$ cat src/logic/hpsc_pkg.sv
// package: register map, field positions, reset values and carriers of the slot block
`default_nettype none
package hpsc_pkg;
  // ************************************************
  // register selection codes
  // ************************************************
  localparam logic [7:0] CMD_CTRL_A = 8'h02; // slot a power control
  localparam logic [7:0] CMD_CTRL_B = 8'h03; // slot b power control
  localparam logic [7:0] CMD_STAT_A = 8'h04; // slot a power status
  // ************************************************
  // field positions
  // ************************************************
  localparam int CTRL_AUX_BIT = 0; // standby enable
  localparam int CTRL_MAIN_BIT = 1; // primary enable
  localparam int CTRL_GATE_BIT = 2; // override gate
  localparam int CTRL_MAINPG_BIT = 6; // primary good
  localparam int CTRL_AUXPG_BIT = 7; // standby good
  localparam int STAT_V3OC_BIT = 0; // 3.3 v overcurrent
  localparam int STAT_V12OC_BIT = 2; // 12 v overcurrent
  localparam int STAT_AUXOC_BIT = 4; // standby overcurrent
  localparam int STAT_AUXON_BIT = 5; // standby output on
  localparam int STAT_MAINON_BIT = 6; // primary outputs on
  localparam int STAT_FAULT_BIT = 7; // trouble pin asserted
  // ************************************************
  // reset values and counts
  // ************************************************
  localparam logic [7:0] CTRL_RESET = 8'h00; // control after power-up
  localparam logic [2:0] OC_RESET = 3'h0; // status flags after power-up
  localparam logic [3:0] SMB_BITS = 4'h8; // bits per byte
  localparam logic [3:0] SMB_ADDR_PREFIX = 4'h8; // upper address bits 1000
  localparam logic [1:0] STRAP_WAIT = 2'h3; // cycles before strap freezes
  // ************************************************
  // types
  // ************************************************
  typedef enum logic [2:0] {
    SMB_IDLE, SMB_ADDR, SMB_CMD, SMB_WDATA, SMB_ACK, SMB_TX, SMB_TXACK
  } hpsc_smb_e;
  // pins of one slot
  typedef struct packed {
    logic override_n;  // diagnostic force-on, low active
    logic primary_req; // hot-plug primary power request
    logic standby_req; // hot-plug standby power request
    logic aux_good;    // standby output above threshold
    logic main_good;   // primary outputs above threshold
  } hpsc_slot_pins_s;
  // writable control field
  typedef struct packed {
    logic gate; // 1 ignores the override pin
    logic main; // primary supply on
    logic aux;  // standby supply on
  } hpsc_ctrl_s;
  // overcurrent events or flags
  typedef struct packed {
    logic aux; // standby supply
    logic v12; // 12 v supply
    logic v3;  // 3.3 v supply
  } hpsc_oc_s;
endpackage
`default_nettype wire

$ cat src/logic/hpsc_slot.sv
// one slot: control field, override gating, enables and power-good pin
`timescale 1ns/100ps
`default_nettype none
module hpsc_slot (
  // clock and reset
  input wire logic clk,
  input wire logic rstn,
  // register write
  input wire logic wr,
  input wire logic [7:0] wdata,
  // synchronised pins
  input wire hpsc_pkg::hpsc_slot_pins_s pins,
  // state
  output hpsc_pkg::hpsc_ctrl_s ctrl,
  output logic force_on,
  output logic good_oe,
  output logic primary_en,
  output logic standby_en
);
  import hpsc_pkg::*;
  // ************************************************
  // control field
  // ************************************************
  logic force_c; // override active this cycle
  assign force_c = !pins.override_n && !ctrl.gate;
  // only the three writable bits are stored
  always_ff @(posedge clk or negedge rstn) begin
    if (!rstn) begin
      ctrl <= CTRL_RESET[2:0];
    end else if (wr) begin
      ctrl.gate <= wdata[CTRL_GATE_BIT];
      ctrl.main <= wdata[CTRL_MAIN_BIT];
      ctrl.aux <= wdata[CTRL_AUX_BIT];
    end
  end
  // ************************************************
  // outputs
  // ************************************************
  // good pin drives low only when both outputs are good and no override
  always_ff @(posedge clk or negedge rstn) begin
    if (!rstn) begin
      good_oe <= 1'b0;
      force_on <= 1'b0;
      primary_en <= 1'b0;
      standby_en <= 1'b0;
    end else begin
      good_oe <= !force_c && pins.aux_good && pins.main_good;
      force_on <= force_c;
      primary_en <= ctrl.main || pins.primary_req || force_c;
      standby_en <= ctrl.aux || pins.standby_req || force_c;
    end
  end
endmodule // hpsc_slot
`default_nettype wire

$ cat src/logic/hpsc_slot_regs.sv
// top: byte-transfer serial slave with slot control and status registers
`timescale 1ns/100ps
`default_nettype none
module hpsc_slot_regs (
  // clock and reset
  input wire logic clk,
  input wire logic rstn,
  // serial bus pins
  input wire logic scl,
  input wire logic sda_in,
  output logic sda_out,
  output logic sda_oe,
  input wire logic [2:0] addr_strap,
  // slot pins
  input wire hpsc_pkg::hpsc_slot_pins_s slot_a_pins,
  input wire hpsc_pkg::hpsc_slot_pins_s slot_b_pins,
  input wire hpsc_pkg::hpsc_oc_s slot_a_oc,
  // alert suppression from the common status bit
  input wire logic alert_suppress_bit,
  // supply enables
  output logic slot_a_primary_enable,
  output logic slot_a_standby_enable,
  output logic slot_b_primary_enable,
  output logic slot_b_standby_enable,
  // open-drain power-good pins
  output logic slot_a_good_pin_out,
  output logic slot_a_good_pin_oe,
  output logic slot_b_good_pin_out,
  output logic slot_b_good_pin_oe,
  // open-drain trouble pin
  output logic slot_a_trouble_pin_out,
  output logic slot_a_trouble_pin_oe,
  // open-drain alert, low active
  output logic alert_out,
  output logic alert_oe
);
  import hpsc_pkg::*;
  // ************************************************
  // synchronisers
  // ************************************************
  logic [1:0] smb_s; // scl, sda
  hpsc_slot_pins_s pa_s; // slot a pins
  hpsc_slot_pins_s pb_s; // slot b pins
  hpsc_oc_s oc_s; // slot a overcurrent events
  logic [2:0] strap_s; // address strap
  hpsc_sync #(.W(2), .INIT(2'h3)) u_sync_smb (
    .clk(clk), .rstn(rstn), .d({scl, sda_in}), .q(smb_s));
  // override pins idle high; a zero reset value would fake an override after reset
  hpsc_sync #(.W(5), .INIT(5'h10)) u_sync_pa (
    .clk(clk), .rstn(rstn), .d(slot_a_pins), .q(pa_s));
  hpsc_sync #(.W(5), .INIT(5'h10)) u_sync_pb (
    .clk(clk), .rstn(rstn), .d(slot_b_pins), .q(pb_s));
  hpsc_sync #(.W(3)) u_sync_oc (
    .clk(clk), .rstn(rstn), .d(slot_a_oc), .q(oc_s));
  hpsc_sync #(.W(3)) u_sync_strap (
    .clk(clk), .rstn(rstn), .d(addr_strap), .q(strap_s));
  // ************************************************
  // address strap capture
  // ************************************************
  logic [2:0] strap; // frozen device address bits
  logic [1:0] strap_cnt; // cycles since reset release
  // follow the pins until the synchroniser is settled, then freeze
  always_ff @(posedge clk or negedge rstn) begin
    if (!rstn) begin
      strap <= 3'h0;
      strap_cnt <= 2'h0;
    end else if (strap_cnt != STRAP_WAIT) begin
      strap <= strap_s;
      strap_cnt <= strap_cnt + 2'h1;
    end
  end
  // ************************************************
  // bus edge detection
  // ************************************************
  logic scl_d; // delayed scl
  logic sda_d; // delayed sda
  logic scl_rise; // sample point
  logic scl_fall; // drive point
  logic start_c; // start or repeated start
  logic stop_c; // stop
  always_ff @(posedge clk or negedge rstn) begin
    if (!rstn) begin
      scl_d <= 1'b1;
      sda_d <= 1'b1;
    end else begin
      scl_d <= smb_s[1];
      sda_d <= smb_s[0];
    end
  end
  assign scl_rise = smb_s[1] && !scl_d;
  assign scl_fall = !smb_s[1] && scl_d;
  assign start_c = smb_s[1] && scl_d && sda_d && !smb_s[0];
  assign stop_c = smb_s[1] && scl_d && !sda_d && smb_s[0];
  // ************************************************
  // transfer engine
  // ************************************************
  hpsc_smb_e st; // engine state
  hpsc_smb_e ack_to; // state after the acknowledge bit
  logic [3:0] cnt; // bits of the current byte
  logic [7:0] sh; // receive shifter
  logic [7:0] txsh; // transmit shifter
  logic tx_more; // host acknowledged a read byte
  logic [7:0] rd_data; // selected register value
  logic byte_done; // eighth bit taken, clock now low
  assign byte_done = scl_fall && cnt == SMB_BITS;
  // address, command, data, acknowledge, read-out
  always_ff @(posedge clk or negedge rstn) begin
    if (!rstn) begin
      st <= SMB_IDLE;
      ack_to <= SMB_IDLE;
      cnt <= 4'h0;
      sh <= 8'h00;
      txsh <= 8'h00;
      tx_more <= 1'b0;
      sda_oe <= 1'b0;
    end else if (stop_c) begin
      st <= SMB_IDLE;
      sda_oe <= 1'b0;
    end else if (start_c) begin
      st <= SMB_ADDR;
      cnt <= 4'h0;
      sda_oe <= 1'b0;
    end else if (scl_rise) begin
      case (st)
        SMB_ADDR, SMB_CMD, SMB_WDATA: begin
          sh <= {sh[6:0], smb_s[0]};
          cnt <= cnt + 4'h1;
        end
        SMB_TX: cnt <= cnt + 4'h1;
        SMB_TXACK: tx_more <= !smb_s[0];
        default: ;
      endcase
    end else if (scl_fall) begin
      case (st)
        // own address only; read bit picks read-out or command
        SMB_ADDR: begin
          if (byte_done) begin
            cnt <= 4'h0;
            if (sh[7:1] == {SMB_ADDR_PREFIX, strap}) begin
              sda_oe <= 1'b1;
              st <= SMB_ACK;
              ack_to <= sh[0] ? SMB_TX : SMB_CMD;
            end else begin
              st <= SMB_IDLE;
            end
          end
        end
        SMB_CMD: begin
          if (byte_done) begin
            cnt <= 4'h0;
            sda_oe <= 1'b1;
            st <= SMB_ACK;
            ack_to <= SMB_WDATA;
          end
        end
        SMB_WDATA: begin
          if (byte_done) begin
            cnt <= 4'h0;
            sda_oe <= 1'b1;
            st <= SMB_ACK;
            ack_to <= SMB_IDLE;
          end
        end
        // end of acknowledge; a read drives its first bit now
        SMB_ACK: begin
          st <= ack_to;
          if (ack_to == SMB_TX) begin
            sda_oe <= !rd_data[7];
            txsh <= {rd_data[6:0], 1'b0};
          end else begin
            sda_oe <= 1'b0;
          end
        end
        SMB_TX: begin
          if (byte_done) begin
            cnt <= 4'h0;
            sda_oe <= 1'b0;
            st <= SMB_TXACK;
          end else begin
            sda_oe <= !txsh[7];
            txsh <= {txsh[6:0], 1'b0};
          end
        end
        // host ack repeats the same register, nack ends
        SMB_TXACK: begin
          if (tx_more) begin
            st <= SMB_TX;
            sda_oe <= !rd_data[7];
            txsh <= {rd_data[6:0], 1'b0};
          end else begin
            st <= SMB_IDLE;
          end
        end
        default: st <= SMB_IDLE;
      endcase
    end
  end
  assign sda_out = 1'b0;
  // ************************************************
  // pointer and write strobe
  // ************************************************
  logic [7:0] ptr; // selected register, kept for receive-byte reads
  logic wr_stb; // one-cycle register write
  logic [7:0] wr_data; // data of the write
  always_ff @(posedge clk or negedge rstn) begin
    if (!rstn) begin
      ptr <= 8'h00;
      wr_stb <= 1'b0;
      wr_data <= 8'h00;
    end else begin
      wr_stb <= byte_done && st == SMB_WDATA && !start_c && !stop_c;
      if (byte_done && st == SMB_CMD) begin
        ptr <= sh;
      end
      if (byte_done && st == SMB_WDATA) begin
        wr_data <= sh;
      end
    end
  end
  // ************************************************
  // slots
  // ************************************************
  hpsc_ctrl_s ctrl_a; // slot a control field
  hpsc_ctrl_s ctrl_b; // slot b control field
  logic force_a; // slot a override active
  logic wr_ctrl_a; // write to slot a control
  logic wr_ctrl_b; // write to slot b control
  logic wr_stat_a; // write to slot a status
  assign wr_ctrl_a = wr_stb && ptr == CMD_CTRL_A;
  assign wr_ctrl_b = wr_stb && ptr == CMD_CTRL_B;
  assign wr_stat_a = wr_stb && ptr == CMD_STAT_A;
  hpsc_slot u_slot_a (
    .clk(clk), .rstn(rstn), .wr(wr_ctrl_a), .wdata(wr_data), .pins(pa_s),
    .ctrl(ctrl_a), .force_on(force_a), .good_oe(slot_a_good_pin_oe),
    .primary_en(slot_a_primary_enable), .standby_en(slot_a_standby_enable));
  hpsc_slot u_slot_b (
    .clk(clk), .rstn(rstn), .wr(wr_ctrl_b), .wdata(wr_data), .pins(pb_s),
    .ctrl(ctrl_b), .force_on(), .good_oe(slot_b_good_pin_oe),
    .primary_en(slot_b_primary_enable), .standby_en(slot_b_standby_enable));
  assign slot_a_good_pin_out = 1'b0;
  assign slot_b_good_pin_out = 1'b0;
  // ************************************************
  // sticky overcurrent flags
  // ************************************************
  hpsc_oc_s oc_flag; // slot a flags
  hpsc_oc_s oc_set; // events on enabled supplies
  hpsc_oc_s oc_clr; // write-one clears
  assign oc_set = {oc_s.aux && slot_a_standby_enable,
                   oc_s.v12 && slot_a_primary_enable,
                   oc_s.v3 && slot_a_primary_enable};
  assign oc_clr = {wr_stat_a && wr_data[STAT_AUXOC_BIT],
                   wr_stat_a && wr_data[STAT_V12OC_BIT],
                   wr_stat_a && wr_data[STAT_V3OC_BIT]};
  // an event in the clearing cycle wins over the clear
  always_ff @(posedge clk or negedge rstn) begin
    if (!rstn) begin
      oc_flag <= OC_RESET;
    end else begin
      oc_flag <= (oc_flag & ~oc_clr) | oc_set;
    end
  end
  // ************************************************
  // trouble indication, hot-plug pins only
  // ************************************************
  logic main_trip; // primary overcurrent under pin request
  logic aux_trip; // standby overcurrent under pin request
  // each cause holds until its own request pin goes low
  always_ff @(posedge clk or negedge rstn) begin
    if (!rstn) begin
      main_trip <= 1'b0;
      aux_trip <= 1'b0;
      slot_a_trouble_pin_oe <= 1'b0;
    end else begin
      main_trip <= pa_s.primary_req && (main_trip || oc_s.v12 || oc_s.v3);
      aux_trip <= pa_s.standby_req && (aux_trip || oc_s.aux);
      slot_a_trouble_pin_oe <= (main_trip || aux_trip) && !force_a;
    end
  end
  assign slot_a_trouble_pin_out = 1'b0;
  // ************************************************
  // alert
  // ************************************************
  always_ff @(posedge clk or negedge rstn) begin
    if (!rstn) begin
      alert_oe <= 1'b0;
    end else begin
      alert_oe <= (|oc_flag) && !alert_suppress_bit;
    end
  end
  assign alert_out = 1'b0;
  // ************************************************
  // read mux
  // ************************************************
  // unlisted codes and reserved bits read zero
  always_comb begin
    rd_data = 8'h00;
    case (ptr)
      CMD_CTRL_A: begin
        rd_data[2:0] = ctrl_a;
        rd_data[CTRL_MAINPG_BIT] = pa_s.main_good;
        rd_data[CTRL_AUXPG_BIT] = pa_s.aux_good;
      end
      CMD_CTRL_B: begin
        rd_data[2:0] = ctrl_b;
        rd_data[CTRL_MAINPG_BIT] = pb_s.main_good;
        rd_data[CTRL_AUXPG_BIT] = pb_s.aux_good;
      end
      CMD_STAT_A: begin
        rd_data[STAT_FAULT_BIT] = slot_a_trouble_pin_oe;
        rd_data[STAT_MAINON_BIT] = slot_a_primary_enable;
        rd_data[STAT_AUXON_BIT] = slot_a_standby_enable;
        rd_data[STAT_AUXOC_BIT] = oc_flag.aux;
        rd_data[STAT_V12OC_BIT] = oc_flag.v12;
        rd_data[STAT_V3OC_BIT] = oc_flag.v3;
      end
      default: rd_data = 8'h00;
    endcase
  end
endmodule // hpsc_slot_regs
`default_nettype wire

$ cat src/logic/hpsc_sync.sv
// two-flop synchroniser for pin inputs
`timescale 1ns/100ps
`default_nettype none
module hpsc_sync #(
  parameter int W = 1,
  parameter logic [W-1:0] INIT = '0
) (
  // clock and reset
  input wire logic clk,
  input wire logic rstn,
  // data
  input wire logic [W-1:0] d,
  output logic [W-1:0] q
);
  // ************************************************
  // stages
  // ************************************************
  logic [W-1:0] meta; // first stage, read only by q
  generate
    if (W < 1) begin : g_bad_width
      $error("hpsc_sync width must be at least one");
    end
  endgenerate
  // both stages reset to the idle level
  always_ff @(posedge clk or negedge rstn) begin
    if (!rstn) begin
      meta <= INIT;
      q <= INIT;
    end else begin
      meta <= d;
      q <= meta;
    end
  end
endmodule // hpsc_sync
`default_nettype wire

$ cat config.mk
export PLATFORM = sky130hd
export DESIGN_NAME = hpsc_slot_regs
export DESIGN_NICKNAME = d
export VERILOG_FILES = /design/src/logic/hpsc_pkg.sv /design/src/logic/hpsc_slot.sv /design/src/logic/hpsc_slot_regs.sv /design/src/logic/hpsc_sync.sv
export SDC_FILE = /design/constraint.sdc
export NUM_CORES = 1
export LEC_CHECK = 0
export BUFFER_PORTS_ARGS = -buffer_cell sky130_fd_sc_hd__buf_2
export CAP_MARGIN = 5
export CORE_UTILIZATION = 63
export CTS_CLUSTER_DIAMETER = 200
export DETAILED_ROUTE_END_ITERATION = 8
export PLACE_DENSITY = 0.83
export SETUP_SLACK_MARGIN = 0.02
export SLEW_MARGIN = 20
export SYNTH_ARGS = -nofsm -noshare
export SYNTH_HDL_FRONTEND = slang
export SYNTH_HIERARCHICAL = 1
export SYNTH_SLANG_ARGS = --single-unit
$ cat constraint.sdc
create_clock -name clk -period 5.11 [get_ports clk]
set_input_delay 1.2775 -clock clk [delete_from_list [all_inputs] [get_ports clk]]
set_output_delay 1.2775 -clock clk [all_outputs]
set_load 0.05 [all_outputs]
==> results.md <==
- I/O Buffers: 29
- Avg Cell Area, Syn: 13.2 µm²
- Via-to-Cell Ratio: 5.77
- Post-CTS setup buffer count: 0
- Clk Latency, worst-skew pair: 360 ps
- Setup TNS: 0 ps
- Cell Area, Synth: 4130 µm²
- ANT cells: 0
- Final Net Count: 375
- Min-Delay Startpoint: u_sync_smb/meta[0]
- Initial antenna violation count: 0
- Critical path's largest stage delay: 570 ps
- RSZ-0062 raised after global routing: no
- Die extent in x: 83.0 µm
- PnR Total Power: 1.52 mW
- Routed wire length: 6.88 mm
- Die Ht: 83.0 µm
- Total CTS buffers: 9
- Residual DRC: 0
- Routed Antenna Nets: 0
- Initial core utilization: 0.651
- Via Count: 2477
- Critical path data required time: 5350 ps
- Critical path's top delay family: simple AND/OR/NAND/NOR gates
- First-pass GRT wire length: 12.0 mm
- R2r startpoint: scl_d
- Startpoint types: register
- CP Capture Type: register
- Synth Warn #: 6
- Detailed Place HPWL: 4.91 mm
- Final GP Congestion: 0.897
- Global Route Usage Sum: 0.223
- Final Cycle Share: 0.501
- CTS Root Cell: clkbuf_8
- Grt total ovfl: 0
- Syn Inst Count: 314
- Num rows: 29
- Cell Chain, Critical Path: inv_1 > ha_1 > nor2b_1 > o221ai_1 > o31a_1 > or4_4 > mux2_4
- Final Hold Viols: 0
- Peak supply drop: 0.000284 V
- Tmin final: 2560 ps
- Clk_skew: 13.1 ps
- Fill cells: 418
- Max Cap Viol: 0
- Die ar.: 6890 µm²
- Fmax: 390 MHz
- CTS resizes: 0
- Final setup fails: 0
- CP Class: register to register
- CTS clk-pin slew, worst paths: 110 ps
- Worst Path Buf+Inv: 1
- Deepest clock path buffer count: 2
- Number of global-route vias before repair: 2580
- Pin count of the biggest net entering global routing: 62
- Share of layout cells above drive strength 1: 0.270
- Core Footprint: 6350 µm²
- Status: complete, no violations
- Slew Limit Fails: 0
- Worst Max-Slew Pin Slew: 874 ps
- Worst hold path class: register to register
- WP data arrival: 2810 ps
- TritonCTS clock tree: built
- 1st-iter DRT viols: 134
- Critical-path top delay cell: dfstp_2
- Worst slew margin: 0.417
- Fin util: 0.713
- Post-CTS Hold Fix Bufs: 0
- Sink Count: 103
- Leakage Power: 2.04 nW
- Worst-path fanout max: 9
- Pwr/cell area: 335 nW/µm²
- Average wire per standard cell: 16.0 µm
- Worst Setup SP: scl_d
- Htree depth: 3
- Area delta synth->final: 9.51%
- Num ports: 35
- DRT Pass-1 Iters: 6
state kept, by name, summed over array words and instances (netlist names), 4 cells and up:
name	flops
wr_data	4
sh	8
txsh	7
ptr	8
u_sync_pb/q	5
u_sync_pa/meta	5
u_sync_pa/q	5
cnt	4
u_sync_pb/meta	5
layout make-up:
type / instances / area [µm²] / share of cell area
clock buffers: 9 / 124 / 0.0274
clock inverters: 7 / 72.6 / 0.0160
inverters: 11 / 41.3 / 0.00913
multi-input cells: 192 / 1450 / 0.319
flip-flops and latches: 103 / 2590 / 0.572
well taps: 77 / 96.3 / 0.0213
repair buffers: 30 / 155 / 0.0343
per-layer routing:
layer	vias to the layer above	GRT usage	wire [µm]
li1	1174	-	-
met1	1234	0.306	3140
met2	60	0.358	3350
met3	9	0.0467	292
met4	0	0.0831	89
met5	-	0	0
power by group:
part | switching [mW] | internal, mW
clock | 0.301 | 0.192
sequential | 0.0361 | 0.861
combinational | 0.0742 | 0.0542
final timing paths:
kind | end | slack, ps | depth (start not counted)
worst max-delay path | ack_to[2] | 2550 | 7
worst min-delay path | u_sync_smb/q[0] | 350 | 0
worst max register to register | ack_to[2] | 2550 | 7
worst min register to register | u_sync_smb/q[0] | 350 | 0
max in group asynchronous | scl_d | 3120 | 2
min in group asynchronous | cnt[2] | 960 | 1
placed cells by master, fill, tap and decap left out, drive strengths merged, types with 2 or more instances in the layout:
| master | n |
|---|---|
| buf | 30 |
| ha | 7 |
| or4 | 2 |
| nor2 | 15 |
| mux2 | 35 |
| xnor2 | 4 |
| dfstp | 10 |
| nand2b | 6 |
| a221oi | 2 |
| o21ai | 13 |
| or3 | 6 |
| nand2 | 23 |
| a21oi | 10 |
| clkinv | 4 |
| inv | 13 |
| nor3 | 5 |
| a31oi | 3 |
| o2111ai | 2 |
| a311oi | 2 |
| and3 | 3 |
| mux2i | 7 |
| clkbuf | 9 |
| a22o | 3 |
| conb | 5 |
| nor4 | 2 |
| and2 | 4 |
| o31a | 2 |
| nand3 | 8 |
| nor4b | 2 |
| o211a | 3 |
| dfrtp | 93 |
stage by stage:
stage	cell area (µm²)	hold WS, ps	cells	worst slack, ps
2_1_floorplan	4150	331	318	2940
3_3_place_gp	4330	332	413	2670
3_5_place_dp	4330	335	413	2600
4_1_cts	4520	355	429	2590
5_1_grt	4520	365	429	2410
6_report	4520	353	429	2550
Note: power is estimated with default switching activity, not from simulation.
